### config.mk
export PLATFORM = sky130hd
export DESIGN_NAME = adcsq_top
export DESIGN_NICKNAME = d
export VERILOG_FILES = /design/src/pkg/adcsq_pkg.sv /design/src/core/adcsq_bitclk.sv /design/src/core/adcsq_sar.sv /design/src/core/adcsq_top.sv
export SDC_FILE = /design/constraint.sdc
export NUM_CORES = 1
export LEC_CHECK = 0
export ABC_AREA = 1
export BUFFER_PORTS_ARGS = -buffer_cell sky130_fd_sc_hd__buf_2
export CORE_ASPECT_RATIO = 0.5
export CORE_MARGIN = 3
export CORE_UTILIZATION = 57
export CTS_BUF_LIST = sky130_fd_sc_hd__clkbuf_4 sky130_fd_sc_hd__clkbuf_8 sky130_fd_sc_hd__clkbuf_16
export CTS_CLUSTER_DIAMETER = 150
export DETAILED_ROUTE_END_ITERATION = 8
export PLACE_DENSITY = 0.73
export SLEW_MARGIN = 20
export SYNTH_ARGS = -nofsm -noshare
export SYNTH_HDL_FRONTEND = slang
export SYNTH_HIERARCHICAL = 1
export SYNTH_SLANG_ARGS = --single-unit
### constraint.sdc
create_clock -name mclk -period 2.6 [get_ports mclk]
set_input_delay 0.13 -clock mclk [delete_from_list [all_inputs] [get_ports mclk]]
set_output_delay 0.13 -clock mclk [all_outputs]
set_load 0.005 [all_outputs]
### src/pkg/adcsq_pkg.sv
// Package: register map, fields, timing and carrier types of the converter sequencer
package adcsq_pkg;

	// ---------------------------------------------------------------
	// Register offsets
	// ---------------------------------------------------------------
	localparam logic [2:0] ADCSQ_OFF_CTRL_A = 3'h0;
	localparam logic [2:0] ADCSQ_OFF_CTRL_B = 3'h1;
	localparam logic [2:0] ADCSQ_OFF_RES_HI = 3'h2;
	localparam logic [2:0] ADCSQ_OFF_RES_LO = 3'h3;
	localparam logic [2:0] ADCSQ_OFF_IRQ_STAT = 3'h4;
	localparam logic [2:0] ADCSQ_OFF_IRQ_MASK = 3'h5;

	// ---------------------------------------------------------------
	// Field positions
	// ---------------------------------------------------------------
	localparam int ADCSQ_BIT_ON = 0;
	localparam int ADCSQ_BIT_GO = 1;
	localparam int ADCSQ_CHS_LSB = 2;
	localparam int ADCSQ_CCS_LSB = 6;
	localparam int ADCSQ_BIT_POSREF = 4;
	localparam int ADCSQ_BIT_NEGREF = 5;
	localparam int ADCSQ_BIT_JUSTIFY = 7;
	localparam int ADCSQ_BIT_DONE_IRQ = 0;
	localparam logic [7:0] ADCSQ_CTRL_B_MASK = 8'hB0;

	// ---------------------------------------------------------------
	// Reset values
	// ---------------------------------------------------------------
	localparam logic [7:0] ADCSQ_RST_CTRL_A = 8'h00;
	localparam logic [7:0] ADCSQ_RST_CTRL_B = 8'h00;
	localparam logic [7:0] ADCSQ_RST_RES = 8'h00;
	localparam logic [7:0] ADCSQ_RST_IRQ = 8'h00;

	// ---------------------------------------------------------------
	// Clock selection and timing
	// ---------------------------------------------------------------
	localparam logic [1:0] ADCSQ_CCS_DIV2 = 2'h0;
	localparam logic [1:0] ADCSQ_CCS_DIV8 = 2'h1;
	localparam logic [1:0] ADCSQ_CCS_DIV32 = 2'h2;
	localparam logic [1:0] ADCSQ_CCS_RC = 2'h3;
	localparam int ADCSQ_DIV2 = 2;
	localparam int ADCSQ_DIV8 = 8;
	localparam int ADCSQ_DIV32 = 32;
	localparam int ADCSQ_MCLK_KHZ = 20000;
	localparam int ADCSQ_RC_MAX_KHZ = 500;
	localparam int ADCSQ_RC_DIV = (ADCSQ_MCLK_KHZ + ADCSQ_RC_MAX_KHZ - 1) / ADCSQ_RC_MAX_KHZ;
	localparam int ADCSQ_CONV_PERIODS = 11;
	localparam int ADCSQ_ABORT_PERIODS = 2;

	// ---------------------------------------------------------------
	// Input select codes
	// ---------------------------------------------------------------
	localparam logic [3:0] ADCSQ_CHS_LAST_PIN = 4'hD;
	localparam logic [3:0] ADCSQ_CHS_CMP_REF = 4'hE;
	localparam logic [3:0] ADCSQ_CHS_FIXED_REF = 4'hF;

	// ---------------------------------------------------------------
	// Carrier types
	// ---------------------------------------------------------------
	typedef struct packed {
		logic [2:0] addr;
		logic [7:0] wdata;
		logic wr;
		logic rd;
	} adcsq_bus_type;

	typedef struct packed {
		logic powered;
		logic sample;
		logic [13:0] pin_sel;
		logic cmp_ref_sel;
		logic fixed_ref_sel;
		logic neg_ref_ext;
		logic pos_ref_ext;
	} adcsq_analog_type;

	typedef enum logic [1:0] {
		ADCSQ_IDLE = 2'b00,
		ADCSQ_CONVERT = 2'b01,
		ADCSQ_HOLDOFF = 2'b10
	} adcsq_state_type;

endpackage : adcsq_pkg

### src/core/adcsq_bitclk.sv
// Bit clock enable generator with selectable system divider or RC rate
`timescale 1ns/1ps
module adcsq_bitclk (
	// Clock and reset
	input wire logic mclk,
	input wire logic rst,
	// Control
	input wire logic run,
	input wire logic [1:0] conv_clock_select,
	// Bit clock enable
	output logic tick
);
	import adcsq_pkg::*;

	logic [5:0] count;
	logic [5:0] next_count;
	logic [5:0] limit;
	logic next_tick;

	always_comb begin
		case (conv_clock_select)
			ADCSQ_CCS_DIV2: limit = 6'(ADCSQ_DIV2 - 1);
			ADCSQ_CCS_DIV8: limit = 6'(ADCSQ_DIV8 - 1);
			ADCSQ_CCS_DIV32: limit = 6'(ADCSQ_DIV32 - 1);
			default: limit = 6'(ADCSQ_RC_DIV - 1);
		endcase
		next_tick = 1'b0;
		if (!run) begin
			next_count = 6'h00;
		end else if (count >= limit) begin
			next_count = 6'h00;
			next_tick = 1'b1;
		end else begin
			next_count = count + 6'h01;
		end
	end

	always_ff @(posedge mclk) begin
		if (rst) begin
			count <= 6'h00;
			tick <= 1'b0;
		end else begin
			count <= next_count;
			tick <= next_tick;
		end
	end

endmodule : adcsq_bitclk

### src/core/adcsq_sar.sv
// Successive-approximation stepper driving the comparator trial word
`timescale 1ns/1ps
module adcsq_sar (
	// Clock and reset
	input wire logic mclk,
	input wire logic rst,
	// Control
	input wire logic start,
	input wire logic abort,
	input wire logic tick,
	input wire logic cmp_high,
	// Status
	output logic [9:0] trial,
	output logic [9:0] result,
	output logic done
);
	import adcsq_pkg::*;

	logic [3:0] step;
	logic [3:0] next_step;
	logic [9:0] next_trial;
	logic [9:0] next_result;
	logic next_done;
	logic [9:0] bitmask;

	always_comb begin
		next_step = step;
		next_trial = trial;
		next_result = result;
		next_done = 1'b0;
		bitmask = 10'h200 >> step;
		if (abort) begin
			next_step = 4'h0;
		end else if (start) begin
			next_step = 4'h1;
			next_trial = 10'h200;
		end else if (tick && step != 4'h0) begin
			if (step == 4'(ADCSQ_CONV_PERIODS)) begin
				next_step = 4'h0;
				next_result = trial;
				next_done = 1'b1;
			end else begin
				next_step = step + 4'h1;
				if (step <= 4'hA) begin
					if (cmp_high)
						next_trial = trial & ~(10'h200 >> (step - 4'h1));
					if (step < 4'hA)
						next_trial = (cmp_high ? trial & ~(10'h200 >> (step - 4'h1)) : trial)
							| bitmask;
				end
			end
		end
	end

	always_ff @(posedge mclk) begin
		if (rst) begin
			step <= 4'h0;
			trial <= 10'h000;
			result <= 10'h000;
			done <= 1'b0;
		end else begin
			step <= next_step;
			trial <= next_trial;
			result <= next_result;
			done <= next_done;
		end
	end

endmodule : adcsq_sar

### src/core/adcsq_top.sv
// Converter sequencer: control registers, conversion timing, results and interrupt
//
// Decided for this implementation: the address-and-strobe port and the register addresses.
`timescale 1ns/1ps
module adcsq_top (
	// Clock and reset
	input wire logic mclk,
	input wire logic rst,
	// Register port
	input wire adcsq_pkg::adcsq_bus_type bus,
	output logic [7:0] rdata,
	// Converter core
	input wire logic cmp_high_pin,
	output logic [9:0] trial,
	output adcsq_pkg::adcsq_analog_type analog,
	// Interrupt
	output logic irq
);
	import adcsq_pkg::*;

	// ---------------------------------------------------------------
	// Registers and state
	// ---------------------------------------------------------------
	logic [7:0] converter_control_a;
	logic [7:0] converter_control_b;
	logic [7:0] result_high_byte;
	logic [7:0] result_low_byte;
	logic [7:0] irq_status;
	logic [7:0] irq_mask;
	logic [7:0] next_control_a;
	logic [7:0] next_control_b;
	logic [7:0] next_res_hi;
	logic [7:0] next_res_lo;
	logic [7:0] next_irq_status;
	logic [7:0] next_irq_mask;
	logic [7:0] next_rdata;
	logic next_irq;
	adcsq_state_type state;
	adcsq_state_type next_state;
	logic [1:0] holdoff;
	logic [1:0] next_holdoff;
	adcsq_analog_type next_analog;

	// ---------------------------------------------------------------
	// Comparator input
	// ---------------------------------------------------------------
	// Answers the registered trial word on this clock, so no synchroniser;
	// two extra flops would exceed the two-cycle bit period at divide by 2
	logic cmp_sync;

	assign cmp_sync = cmp_high_pin;

	// ---------------------------------------------------------------
	// Decoded controls
	// ---------------------------------------------------------------
	logic converter_on;
	logic go_flag;
	logic [3:0] input_select;
	logic [1:0] conv_clock_select;
	logic justify_select;
	logic wr_a;
	logic go_write_one;
	logic go_write_zero;
	logic start;
	logic abort;
	logic tick;
	logic sar_done;
	logic [9:0] sar_result;
	logic [9:0] sar_trial;
	logic clk_run;

	assign converter_on = converter_control_a[ADCSQ_BIT_ON];
	assign go_flag = converter_control_a[ADCSQ_BIT_GO];
	assign input_select = converter_control_a[ADCSQ_CHS_LSB +: 4];
	assign conv_clock_select = converter_control_a[ADCSQ_CCS_LSB +: 2];
	assign justify_select = converter_control_b[ADCSQ_BIT_JUSTIFY];
	assign wr_a = bus.wr && bus.addr == ADCSQ_OFF_CTRL_A;
	// Start only if already powered before this write
	assign go_write_one = wr_a && bus.wdata[ADCSQ_BIT_GO] && !go_flag && converter_on
		&& bus.wdata[ADCSQ_BIT_ON] && state == ADCSQ_IDLE;
	assign go_write_zero = wr_a && !bus.wdata[ADCSQ_BIT_GO] && state == ADCSQ_CONVERT;
	assign start = go_write_one;
	// Abort on software clear or power down
	assign abort = state == ADCSQ_CONVERT && (go_write_zero || !converter_on);
	assign clk_run = converter_on && state != ADCSQ_IDLE;

	// ---------------------------------------------------------------
	// Bit clock and converter stepper
	// ---------------------------------------------------------------
	adcsq_bitclk u_bitclk (
		.mclk(mclk),
		.rst(rst),
		.run(clk_run),
		.conv_clock_select(conv_clock_select),
		.tick(tick)
	);

	adcsq_sar u_sar (
		.mclk(mclk),
		.rst(rst),
		.start(start),
		.abort(abort),
		.tick(tick),
		.cmp_high(cmp_sync),
		.trial(sar_trial),
		.result(sar_result),
		.done(sar_done)
	);

	// ---------------------------------------------------------------
	// Sequencer
	// ---------------------------------------------------------------
	always_comb begin
		next_state = state;
		next_holdoff = holdoff;
		case (state)
			ADCSQ_IDLE: begin
				if (start)
					next_state = ADCSQ_CONVERT;
			end
			ADCSQ_CONVERT: begin
				if (abort) begin
					next_state = ADCSQ_HOLDOFF;
					next_holdoff = 2'(ADCSQ_ABORT_PERIODS);
				end else if (sar_done) begin
					next_state = ADCSQ_IDLE;
				end
			end
			ADCSQ_HOLDOFF: begin
				if (!converter_on) begin
					next_state = ADCSQ_IDLE;
				end else if (tick) begin
					next_holdoff = holdoff - 2'h1;
					if (holdoff == 2'h1)
						next_state = ADCSQ_IDLE;
				end
			end
			default: next_state = ADCSQ_IDLE;
		endcase
	end

	always_ff @(posedge mclk) begin
		if (rst) begin
			state <= ADCSQ_IDLE;
			holdoff <= 2'h0;
		end else begin
			state <= next_state;
			holdoff <= next_holdoff;
		end
	end

	// ---------------------------------------------------------------
	// Register file
	// ---------------------------------------------------------------
	always_comb begin
		next_control_a = converter_control_a;
		next_control_b = converter_control_b;
		next_res_hi = result_high_byte;
		next_res_lo = result_low_byte;
		next_irq_status = irq_status;
		next_irq_mask = irq_mask;
		next_rdata = 8'h00;
		if (bus.wr) begin
			case (bus.addr)
				ADCSQ_OFF_CTRL_A: begin
					next_control_a = bus.wdata;
					next_control_a[ADCSQ_BIT_GO] = start
						|| (go_flag && bus.wdata[ADCSQ_BIT_GO]);
				end
				ADCSQ_OFF_CTRL_B: next_control_b = bus.wdata & ADCSQ_CTRL_B_MASK;
				ADCSQ_OFF_RES_HI: next_res_hi = bus.wdata;
				ADCSQ_OFF_RES_LO: next_res_lo = bus.wdata;
				ADCSQ_OFF_IRQ_STAT: next_irq_status = irq_status & ~bus.wdata;
				ADCSQ_OFF_IRQ_MASK: next_irq_mask = bus.wdata;
				default: next_rdata = 8'h00;
			endcase
		end
		if (abort && !go_write_zero)
			next_control_a[ADCSQ_BIT_GO] = 1'b0;
		if (sar_done && state == ADCSQ_CONVERT) begin
			next_control_a[ADCSQ_BIT_GO] = 1'b0;
			next_irq_status[ADCSQ_BIT_DONE_IRQ] = 1'b1;
			if (justify_select) begin
				next_res_hi = {6'h00, sar_result[9:8]};
				next_res_lo = sar_result[7:0];
			end else begin
				next_res_hi = sar_result[9:2];
				next_res_lo = {sar_result[1:0], 6'h00};
			end
		end
		if (bus.rd) begin
			case (bus.addr)
				ADCSQ_OFF_CTRL_A: next_rdata = converter_control_a;
				ADCSQ_OFF_CTRL_B: next_rdata = converter_control_b;
				ADCSQ_OFF_RES_HI: next_rdata = result_high_byte;
				ADCSQ_OFF_RES_LO: next_rdata = result_low_byte;
				ADCSQ_OFF_IRQ_STAT: next_rdata = irq_status;
				ADCSQ_OFF_IRQ_MASK: next_rdata = irq_mask;
				default: next_rdata = 8'h00;
			endcase
		end
		next_irq = |(next_irq_status & next_irq_mask);
	end

	always_ff @(posedge mclk) begin
		if (rst) begin
			converter_control_a <= ADCSQ_RST_CTRL_A;
			converter_control_b <= ADCSQ_RST_CTRL_B;
			result_high_byte <= ADCSQ_RST_RES;
			result_low_byte <= ADCSQ_RST_RES;
			irq_status <= ADCSQ_RST_IRQ;
			irq_mask <= ADCSQ_RST_IRQ;
			rdata <= 8'h00;
			irq <= 1'b0;
		end else begin
			converter_control_a <= next_control_a;
			converter_control_b <= next_control_b;
			result_high_byte <= next_res_hi;
			result_low_byte <= next_res_lo;
			irq_status <= next_irq_status;
			irq_mask <= next_irq_mask;
			rdata <= next_rdata;
			irq <= next_irq;
		end
	end

	// ---------------------------------------------------------------
	// Analog front-end controls
	// ---------------------------------------------------------------
	always_comb begin
		next_analog = '0;
		next_analog.powered = converter_on;
		next_analog.sample = converter_on && state != ADCSQ_CONVERT;
		if (converter_on) begin
			if (input_select <= ADCSQ_CHS_LAST_PIN)
				next_analog.pin_sel = 14'h0001 << input_select;
			next_analog.cmp_ref_sel = input_select == ADCSQ_CHS_CMP_REF;
			next_analog.fixed_ref_sel = input_select == ADCSQ_CHS_FIXED_REF;
			next_analog.neg_ref_ext = converter_control_b[ADCSQ_BIT_NEGREF];
			next_analog.pos_ref_ext = converter_control_b[ADCSQ_BIT_POSREF];
		end
	end

	always_ff @(posedge mclk) begin
		if (rst) begin
			analog <= '0;
			trial <= 10'h000;
		end else begin
			analog <= next_analog;
			trial <= converter_on ? sar_trial : 10'h000;
		end
	end

endmodule : adcsq_top

==> impl_metrics.json, run 1 <==
{
  "yosys.area.top_type": "dfxtp_1",
  "core-area_sq_um": 8979,
  "grt_setup_unrepaired": "no",
  "instances_no_fill": 933,
  "slew_headroom_pct": 52.55,
  "yosysTopAreaCellShare_pct": 43.59,
  "dpl.hpwl_mm": 9.522,
  "pwr-share-clk_pct": 55.6,
  "globalRouteTotalUtil_pct": 26.71,
  "via_count": 5019,
  "synth_edf_count": 0,
  "met1_usage_pct": 35.16,
  "end_kind": "flop",
  "timing.final.ws_setup_ps": 436.4,
  "period_share_pct": 83.21,
  "htreeDepth": 4,
  "yosysWarningCount": 6,
  "synth_area_sq_um": 5419,
  "p_sw_share_pct": 22.36,
  "synth.area.top_cells": "dfxtp_1 44%, nand2_1 14%, nor2_1 6.5%",
  "synth_xor_area_share_pct": 0.4849,
  "worstPathRequired_ps": 2900,
  "cts_sinks": 118,
  "yosysMostFrequentCell": "nand2_1",
  "critPathLaunchType": "flop",
  "postCtsSetupBuffers": 0,
  "fp.dieArea_sq_um": 10780,
  "pwr-share-seq_pct": 40.9,
  "cts-root-buf": "clkbuf_16",
  "netlist_instances": 751,
  "hold_viol": 0,
  "drt_pass1_iterations": 5,
  "synth_commonest_cells": "207 x nand2_1, 118 x dfxtp_1, 94 x nor2_1",
  "ant_nets": 0,
  "cts.repair.resized": 0,
  "path_max_fanout": 11,
  "utilization_pct": 70.46,
  "antenna_found_initial": 0,
  "numPortBuffers": 54,
  "antenna_cells": 0,
  "powerDensity_nw_per_um2": 710.0,
  "synth_mux_area_share_pct": 0,
  "fin_tns_setup_ps": 0,
  "grtUsageMet2_pct": 45.11,
  "fmaxAchievable_ghz": 0.4622,
  "switchingPower_mw": 1.004,
  "synth_cell_types": 39,
  "grt_pass1_vias": 4586,
  "vias_per_cell": 5.379,
  "syn_to_final_growth_pct": 16.74,
  "first_iter_violations": 411,
  "die_y_microns": 74.95,
  "syn_area_per_cell_sq_um": 7.216,
  "synth.yosys.seq_area_share_pct": 43.59,
  "grtUsageMet3_pct": 5.584,
  "grt_start_max_net_pins": 41,
  "crit_type": "reg -> reg",
  "clock_latency_ps": 410,
  "clk_pin_slew_ps": 60,
  "ys_dominant_reg_cell": "dfxtp_1",
  "num_rows": 24,
  "p_comb_share_pct": 3.5,
  "floorplan.initialDensity_pct": 60.35,
  "synth_nets": 781,
  "ios": 55,
  "cp.arrival_ps": 2460,
  "drive_above_1_share_pct": 15.69,
  "fp.dieW_microns": 143.9,
  "hold_path_class": "in -> reg",
  "fin_nets": 833,
  "maxCapViolations": 0,
  "cts_buffer_depth": 2,
  "slew_viol_final": 0,
  "dp_cells": 901,
  "synth-adder-area-share_pct": 3.233,
  "wire_per_inst_microns": 14.95,
  "async_flop_share_pct": 0,
  "skew_ps": 5.116,
  "busiest_layer": "met2",
  "status": "finished, final reports clean",
  "cts.hold.buffers_added": 0,
  "synth_top_family_by_area": "simple AND/OR/NAND/NOR gates",
  "finalPower_mw": 4.491,
  "synth-seq-cells": 118,
  "synth-compound-area-share_pct": 12.93,
  "tritoncts": "yes",
  "place_ws_ps": 547.2,
  "grt-ovfl-total": 0,
  "p_leak_nw": 2.734,
  "grt_pass1_wl_mm": 22.40,
  "cts_made_buffers": 17,
  "synth-simple-area-share_pct": 30.96,
  "finalSetupViolations": 0,
  "worstMarginPinSlew_ps": 708.6,
  "vdd_drop_max_mv": 0.4876,
  "place_congestion": 0.8744,
  "drt-total-wl_mm": 13.95,
  "period_minus_slack_ps": 2164,
  "p_int_mw": 3.487,
  "drt_drc_violations_left": 0
}
==> power by group through the flow <==
stage	combinational [mW]	clock [mW]	sequential, mW
5_1_grt	0.175	2.62	1.84
3_3_place_gp	0.152	0	1.87
2_1_floorplan	0.106	0	1.87
4_1_cts	0.155	2.52	1.83
6_report	0.159	2.50	1.84
3_5_place_dp	0.153	0	1.87
==> flip-flops by register name (all words and copies together), names as in the netlist, 2 cells and up <==
| name | count |
|---|---|
| converter_control_a | 8 |
| irq_mask | 8 |
| u_sar/result | 10 |
| trial | 10 |
| analog | 20 |
| result_low_byte | 8 |
| rdata | 8 |
| holdoff | 2 |
| u_bitclk/count | 6 |
| u_sar/step | 4 |
| state | 2 |
| u_sar/trial | 10 |
| result_high_byte | 8 |
| irq_status | 8 |
| converter_control_b | 3 |
==> kinds of logic (layout without fill, tap and decap cells) <==
logic type	Yosys count	after routing
AOI/OAI and AO/OA	124	124
xor gates and xnor gates	3	3
adders and majority gates	14	14
buffers and inverters	108	173
DFF	118	118
and+or+nand+nor	384	384
==> per-stage QoR <==
| stage | cell area, sq um | hold slack [ps] |
|---|---|---|
| 2_1_floorplan | 5419 | 192.4 |
| 3_3_place_gp | 5693 | 440.9 |
| 3_5_place_dp | 5693 | 443.9 |
| 4_1_cts | 6326 | 37.09 |
| 5_1_grt | 6326 | 44.14 |
| 6_report | 6326 | 50.17 |
==> cell usage in the layout, fill, tap and decap left out, drive strengths merged, types with 4 or more instances in the layout <==
cell / Yosys / layout
nand3: 34 / 34
nand4: 15 / 15
dfxtp: 118 / 118
a21oi: 55 / 55
bufinv: 0 / 4
nand2: 214 / 214
buf: 15 / 56
ha: 14 / 14
o21ai: 43 / 43
o31ai: 4 / 4
a31oi: 10 / 10
nor3: 11 / 11
clkinv: 1 / 5
inv: 84 / 87
o211ai: 4 / 4
clkbuf: 8 / 18
nor2: 106 / 106
a211oi: 4 / 4
==> layout make-up <==
class	count	area [sq um]
multi-input cells	525	2580
inverters	85	319.1
clock buffers	18	432.9
flip-flops and latches	118	2362
repair buffers	56	285.3
clock inverters	14	200.2
well taps	117	146.4
fillers	756	2653
==> critical path, stage by stage (launching register included) <==
cell,delay (ps)
dfxtp_1,480
inv_1,140
ha_1,300
a21oi_4,230
nand2_1,100
nor2_2,310
inv_1,260
nor2_1,170
nor2_1,60
==> per-layer routing <==
metal  part of all wire [%]  up-vias
met4                    1.3        0
met2                     46      188
met3                    6.6       18
li1                       -     2528
met5                      0        -
met1                     46     2285
==> path summary, 6_finish.rpt <==
check             slack (ps)            from                     end  cells past startpoint
setup / recovery         440   u_sar/step[1]         u_sar/result[8]                      8
hold reg to reg          450  u_sar/trial[9]                trial[9]                      2
hold / removal            50          bus[8]  converter_control_a[6]                      3
setup reg to reg         440   u_sar/step[1]         u_sar/result[8]                      8
Power figures use the tool's default switching activity.
==> inputs of run 2 (changes only) <==
ABC_AREA = 0   (was 1)
PLACE_DENSITY = 0.74   (was 0.73)
clock period = 2.2 ns   (was 2.6 ns; I/O delays follow)
==> impl_metrics.json, run 2 <==
{
  "fp.dieW_microns": 141.2,
  "hold_viol": 0,
  "instances_no_fill": 769,
  "core-area_sq_um": 8432,
  "skew_ps": 8.219,
  "antenna_found_initial": 0,
  "yosysWarningCount": 6,
  "cp_num_buf_inv": 1,
  "netlist_instances": 579,
  "powerDensity_nw_per_um2": 811.9,
  "cts-root-buf": "clkbuf_16",
  "ant_nets": 0,
  "fin_nets": 674,
  "synth_cell_types": 61,
  "fmaxAchievable_ghz": 0.4827,
  "synth_nets": 609,
  "end_kind": "flop",
  "postCtsSetupBuffers": 0,
  "place_congestion": 0.9187,
  "grtUsageMet2_pct": 42.96,
  "critPathLaunchType": "flop",
  "globalRouteTotalUtil_pct": 27.24,
  "mostFrequentLayoutCell": "dfxtp_1",
  "synth_commonest_cells": "118 x dfxtp_1, 78 x nor2_1, 41 x a21oi_1, 41 x mux2i_1, 41 x nand2_1",
  "busiest_layer": "met2",
  "tritoncts": "yes",
  "layout_common_cells": "118 x dfxtp_1, 78 x nor2_1, 54 x buf_2",
  "fp.dieArea_sq_um": 10390,
  "place_ws_ps": 159.2,
  "synth_edf_count": 0,
  "cts_made_buffers": 17,
  "via_count": 4522,
  "drive_above_1_share_pct": 19.18,
  "die_y_microns": 73.58,
  "ios": 55,
  "period_minus_slack_ps": 2072,
  "path_max_fanout": 9,
  "synth-seq-cells": 118,
  "yosys.area.top_type": "dfxtp_1",
  "grt-ovfl-total": 0,
  "numPortBuffers": 54,
  "maxCapViolations": 0,
  "synth_area_sq_um": 5206,
  "synth.yosys.seq_area_share_pct": 45.37,
  "cts_sinks": 118,
  "cp.arrival_ps": 2340,
  "synth.area.top_cells": "dfxtp_1 45%, mux2i_1 7.9%, nor2_1 5.6%",
  "grtUsageMet3_pct": 7.022,
  "critPathMaxStageDelay_ps": 460,
  "period_share_pct": 94.17,
  "critical-path-slowest-cell": "dfxtp_1",
  "htreeDepth": 4,
  "timing.final.ws_setup_ps": 128.2,
  "vias_per_cell": 5.880,
  "p_leak_nw": 2.630,
  "multi_input_area_sq_um": 2619,
  "slew_viol_final": 0,
  "antenna_cells": 0,
  "floorplan.initialDensity_pct": 61.75,
  "hold_slack_ps": 10.48,
  "worstMarginPinSlew_ps": 631.4,
  "fin_tns_setup_ps": 0,
  "clk_pin_slew_ps": 60,
  "met1_usage_pct": 36.68,
  "path_depth": 6,
  "hold_path_class": "in -> reg",
  "slew_headroom_pct": 57.90,
  "syn_area_per_cell_sq_um": 8.992,
  "yosysTopAreaCellShare_pct": 45.37,
  "ff_latch_area_sq_um": 2362,
  "nFillCells": 646,
  "async_flop_share_pct": 0,
  "ys_dominant_reg_cell": "dfxtp_1",
  "grt_start_max_net_pins": 58,
  "num_rows": 23,
  "vdd_drop_max_mv": 0.5291,
  "largest_register": "analog",
  "grt_setup_unrepaired": "no",
  "grt_pass1_vias": 4265,
  "crit_type": "reg -> reg",
  "clock_latency_ps": 410,
  "largest_register_ffs": 20,
  "finalSetupViolations": 0,
  "worstRegToRegCells": 6,
  "worstPathRequired_ps": 2470,
  "cts_buffer_depth": 2,
  "drt_drc_violations_left": 0,
  "utilization_pct": 74.31,
  "yosysMostFrequentCell": "dfxtp_1",
  "first_iter_violations": 372,
  "drt-total-wl_mm": 13.69,
  "grt_pass1_wl_mm": 21.96,
  "dp_cells": 733,
  "drt_pass1_iterations": 6,
  "status": "finished, final reports clean",
  "dpl.hpwl_mm": 9.500,
  "path_delay_family": "simple AND/OR/NAND/NOR gates",
  "wire_per_inst_microns": 17.80,
  "min_path_cells": 3,
  "syn_to_final_growth_pct": 20.36,
  "crit_path_cell_trace": "inv_1 -> ha_1 -> or3b_4 -> and2_1 -> nor4bb_1 -> a211oi_2"
}
==> run 2: cell types whose count changed after synthesis, moves of 15 or more <==
cell,before,now
nand2_1,207,41
inv_1,76,22
mux2i_1,0,41
a211oi_1,4,23
nor2_1,94,78
o21ai_0,38,22
nand3_1,30,15
==> run 2: what timing repair did <==
item,4_1_cts,5_1_grt
gates resized for setup,0,3
endpoints found under the setup margin,0,7
hold buffers,4,0
endpoints found under the hold margin,4,0
==> run 2: metrics by stage <==
step,cell area [sq um],total power [mW]
2_1_floorplan,5206,2.320
3_3_place_gp,5634,2.393
3_5_place_dp,5634,2.395
4_1_cts,6264,5.101
5_1_grt,6266,5.222
6_report,6266,5.087
==> run 2: tightest hold or removal path: cells and delay by family <==
family	cells	cell delay [ps]
buffers and inverters	1	140
and+or+nand+nor	1	60
AOI/OAI and AO/OA	1	50
==> run 2: final timing paths <==
| kind | start | end | slack, ps |
|---|---|---|---|
| worst max register to register | u_sar/step[1] | u_sar/trial[9] | 130 |
| worst max-delay path | u_sar/step[1] | u_sar/trial[9] | 130 |
| worst min register to register | holdoff[0] | holdoff[0] | 480 |
| worst min-delay path | bus[7] | converter_control_a[5] | 10 |
==> run 2: area by class of cell <==
| type | count | area share, % |
|---|---|---|
| inverter | 24 | 1.438 |
| sequential | 118 | 37.70 |
| clock inverter | 12 | 2.057 |
| timing repair buffer | 77 | 7.428 |
| clock buffer | 20 | 7.348 |
| multi-input combinational | 406 | 41.79 |
| tap | 112 | 2.236 |
==> run 2: cell families after synthesis <==
| group | count (synthesis) | share of synthesized area, % |
|---|---|---|
| compound gates | 134 | 17.30 |
| xor+xnor | 4 | 0.6730 |
| fa+ha+maj | 14 | 3.365 |
| buf+inv | 55 | 4.494 |
| flops | 118 | 45.37 |
| mux | 45 | 8.748 |
| simple gates | 209 | 20.04 |
==> run 2: power by group <==
group	leakage [nW]	internal, mW	switching (mW)
Combinational	1.40	0.0692	0.124
Clock	0.273	1.73	0.995
Sequential	0.951	2.15	0.0134
==> run 2: metal layers <==
| metal | wire, microns | part of all wire (%) |
|---|---|---|
| met3 | 1081 | 7.9 |
| met5 | 0 | 0 |
| met2 | 5900 | 43 |
| met1 | 6449 | 47 |
| met4 | 260 | 1.9 |
==> inputs of run 3 (changes only) <==
CORE_UTILIZATION = 58   (was 57)
PLACE_DENSITY = 0.75   (was 0.74)
==> impl_metrics.json, run 3 (synthesized netlist as in run 2, its figures left out) <==
{
  "path_max_fanout": 8,
  "skew_ps": 8.922,
  "worstRegToRegCells": 6,
  "met1_usage_pct": 37.96,
  "mostFrequentLayoutCell": "dfxtp_1",
  "first_iter_violations": 442,
  "fin_nets": 675,
  "grt_pass1_vias": 4224,
  "ant_nets": 0,
  "reg2reg_from": "u_sar/step[0]",
  "grt_pass1_wl_mm": 22.00,
  "fin_tns_setup_ps": 0,
  "via_count": 4496,
  "critical-path-slowest-cell": "or3b_4",
  "powerDensity_nw_per_um2": 807.5,
  "period_minus_slack_ps": 2037,
  "worstMarginPinSlew_ps": 552.4,
  "cp.arrival_ps": 2330,
  "critPathMaxStageDelay_ps": 430,
  "drt-total-wl_mm": 13.22,
  "critPathLaunchType": "flop",
  "die_y_microns": 73.00,
  "place_congestion": 0.8576,
  "hold_viol": 0,
  "crit_start": "u_sar/step[0]",
  "clk_pin_slew_ps": 50,
  "endpoint": "u_sar/trial[8]",
  "clock_latency_ps": 410,
  "worstPathRequired_ps": 2500,
  "grt-ovfl-total": 0,
  "grt_setup_unrepaired": "no",
  "finalSetupViolations": 0,
  "busiest_layer": "met2",
  "cts_made_buffers": 17,
  "drive_above_1_share_pct": 19.18,
  "ios": 55,
  "grtUsageMet2_pct": 42.36,
  "globalRouteTotalUtil_pct": 27.33,
  "vias_per_cell": 5.847,
  "drt_drc_violations_left": 0,
  "antenna_found_initial": 0,
  "instances_no_fill": 769,
  "cts-root-buf": "clkbuf_16",
  "hold_path_class": "in -> reg",
  "path_depth": 6,
  "grtUsageMet3_pct": 6.675,
  "end_kind": "flop",
  "slew_headroom_pct": 63.14,
  "vdd_drop_max_mv": 0.5221,
  "largest_register": "analog",
  "slew_viol_final": 0,
  "maxCapViolations": 0,
  "tritoncts": "yes",
  "r2r_slack_ps": 160,
  "fp.dieW_microns": 140.0,
  "htreeDepth": 4,
  "cts_buffer_depth": 2,
  "p_leak_nw": 2.650,
  "fp.dieArea_sq_um": 10220,
  "numPortBuffers": 54,
  "drt_pass1_iterations": 5,
  "grt_start_max_net_pins": 40,
  "r2r_end": "u_sar/trial[8]",
  "path_delay_family": "simple AND/OR/NAND/NOR gates",
  "cts_sinks": 118,
  "dpl.hpwl_mm": 9.126,
  "fmaxAchievable_ghz": 0.4910,
  "floorplan.initialDensity_pct": 62.38,
  "wire_per_inst_microns": 17.19,
  "antenna_cells": 0,
  "crit_type": "reg -> reg",
  "dp_cells": 733,
  "period_share_pct": 92.58,
  "crit_path_cell_trace": "inv_1 -> ha_1 -> or3b_4 -> and2_1 -> and3_1 -> a32o_1",
  "postCtsSetupBuffers": 0,
  "syn_to_final_growth_pct": 20.43,
  "num_rows": 23,
  "core-area_sq_um": 8346,
  "hold_slack_ps": 14.26,
  "status": "finished, final reports clean",
  "layout_common_cells": "118 x dfxtp_1, 78 x nor2_1, 54 x buf_2",
  "cp_num_buf_inv": 1,
  "largest_register_ffs": 20
}
==> run 3: cell count changes in the layout (fill, tap and decap cells not counted), sizes merged <==
cell         delta
dlygate4sd3     +1
clkinvlp        -5
clkbuf          +2
clkinv          +2
==> run 3: stage by stage <==
stage          worst slack [ps]  total power, mW  utilization (%)  instance area (sq um)
2_1_floorplan             356.1            2.320                -                   5206
3_3_place_gp              186.6            2.387            67.36                   5622
3_5_place_dp              124.9            2.390            67.36                   5622
4_1_cts                   136.8            5.074            74.95                   6255
5_1_grt                   28.65            5.195            75.13                   6270
6_report                  163.3            5.063            75.13                   6270
==> run 3: timing repair <==
item | 4_1_cts | 5_1_grt
endpoints found under the hold margin | 5 | 0
endpoints found under the setup margin | 0 | 5
gates resized for setup | 0 | 3
hold buffers | 5 | 0
==> run 3: worst min path at each step <==
stage	startpoint	to	slack [ps]	depth (start not counted)
after floorplan	bus[6]	converter_control_a[4]	250	2
after global placement	bus[5]	converter_control_a[3]	400	3
after detailed placement	bus[5]	converter_control_a[3]	400	3
after CTS	bus[7]	converter_control_a[5]	0.07	3
after global routing	bus[2]	converter_control_a[0]	40	3
final	bus[7]	converter_control_a[5]	10	3
==> run 3: area by class of cell <==
class / count / area (sq um)
fill: 609 / 2076
multi-input combinational: 406 / 2631
clock buffer: 22 / 481.7
timing repair buffer: 78 / 462.9
tap: 112 / 140.1
inverter: 24 / 90.09
clock inverter: 9 / 101.3
sequential: 118 / 2362
==> run 3: power breakdown <==
| part | internal, mW | switching [mW] | total [mW] |
|---|---|---|---|
| sequential | 2.15 | 0.0135 | 2.17 |
| clock | 1.76 | 0.941 | 2.70 |
| combinational | 0.0691 | 0.122 | 0.191 |
==> run 3: worst register-to-register path: cells and delay by family, from the launching register on <==
family,cells,cell delay [ps]
AOI/OAI and AO/OA,1,220
adders and majority gates,1,250
DFF,1,350
buffers and inverters,1,170
and+or+nand+nor,3,930
==> run 3: layer usage <==
layer / vias to the layer above / routed length (microns)
met4: 0 / 166
met3: 23 / 824
met5: - / 0
li1: 2192 / -
met2: 161 / 5840
met1: 2120 / 6387
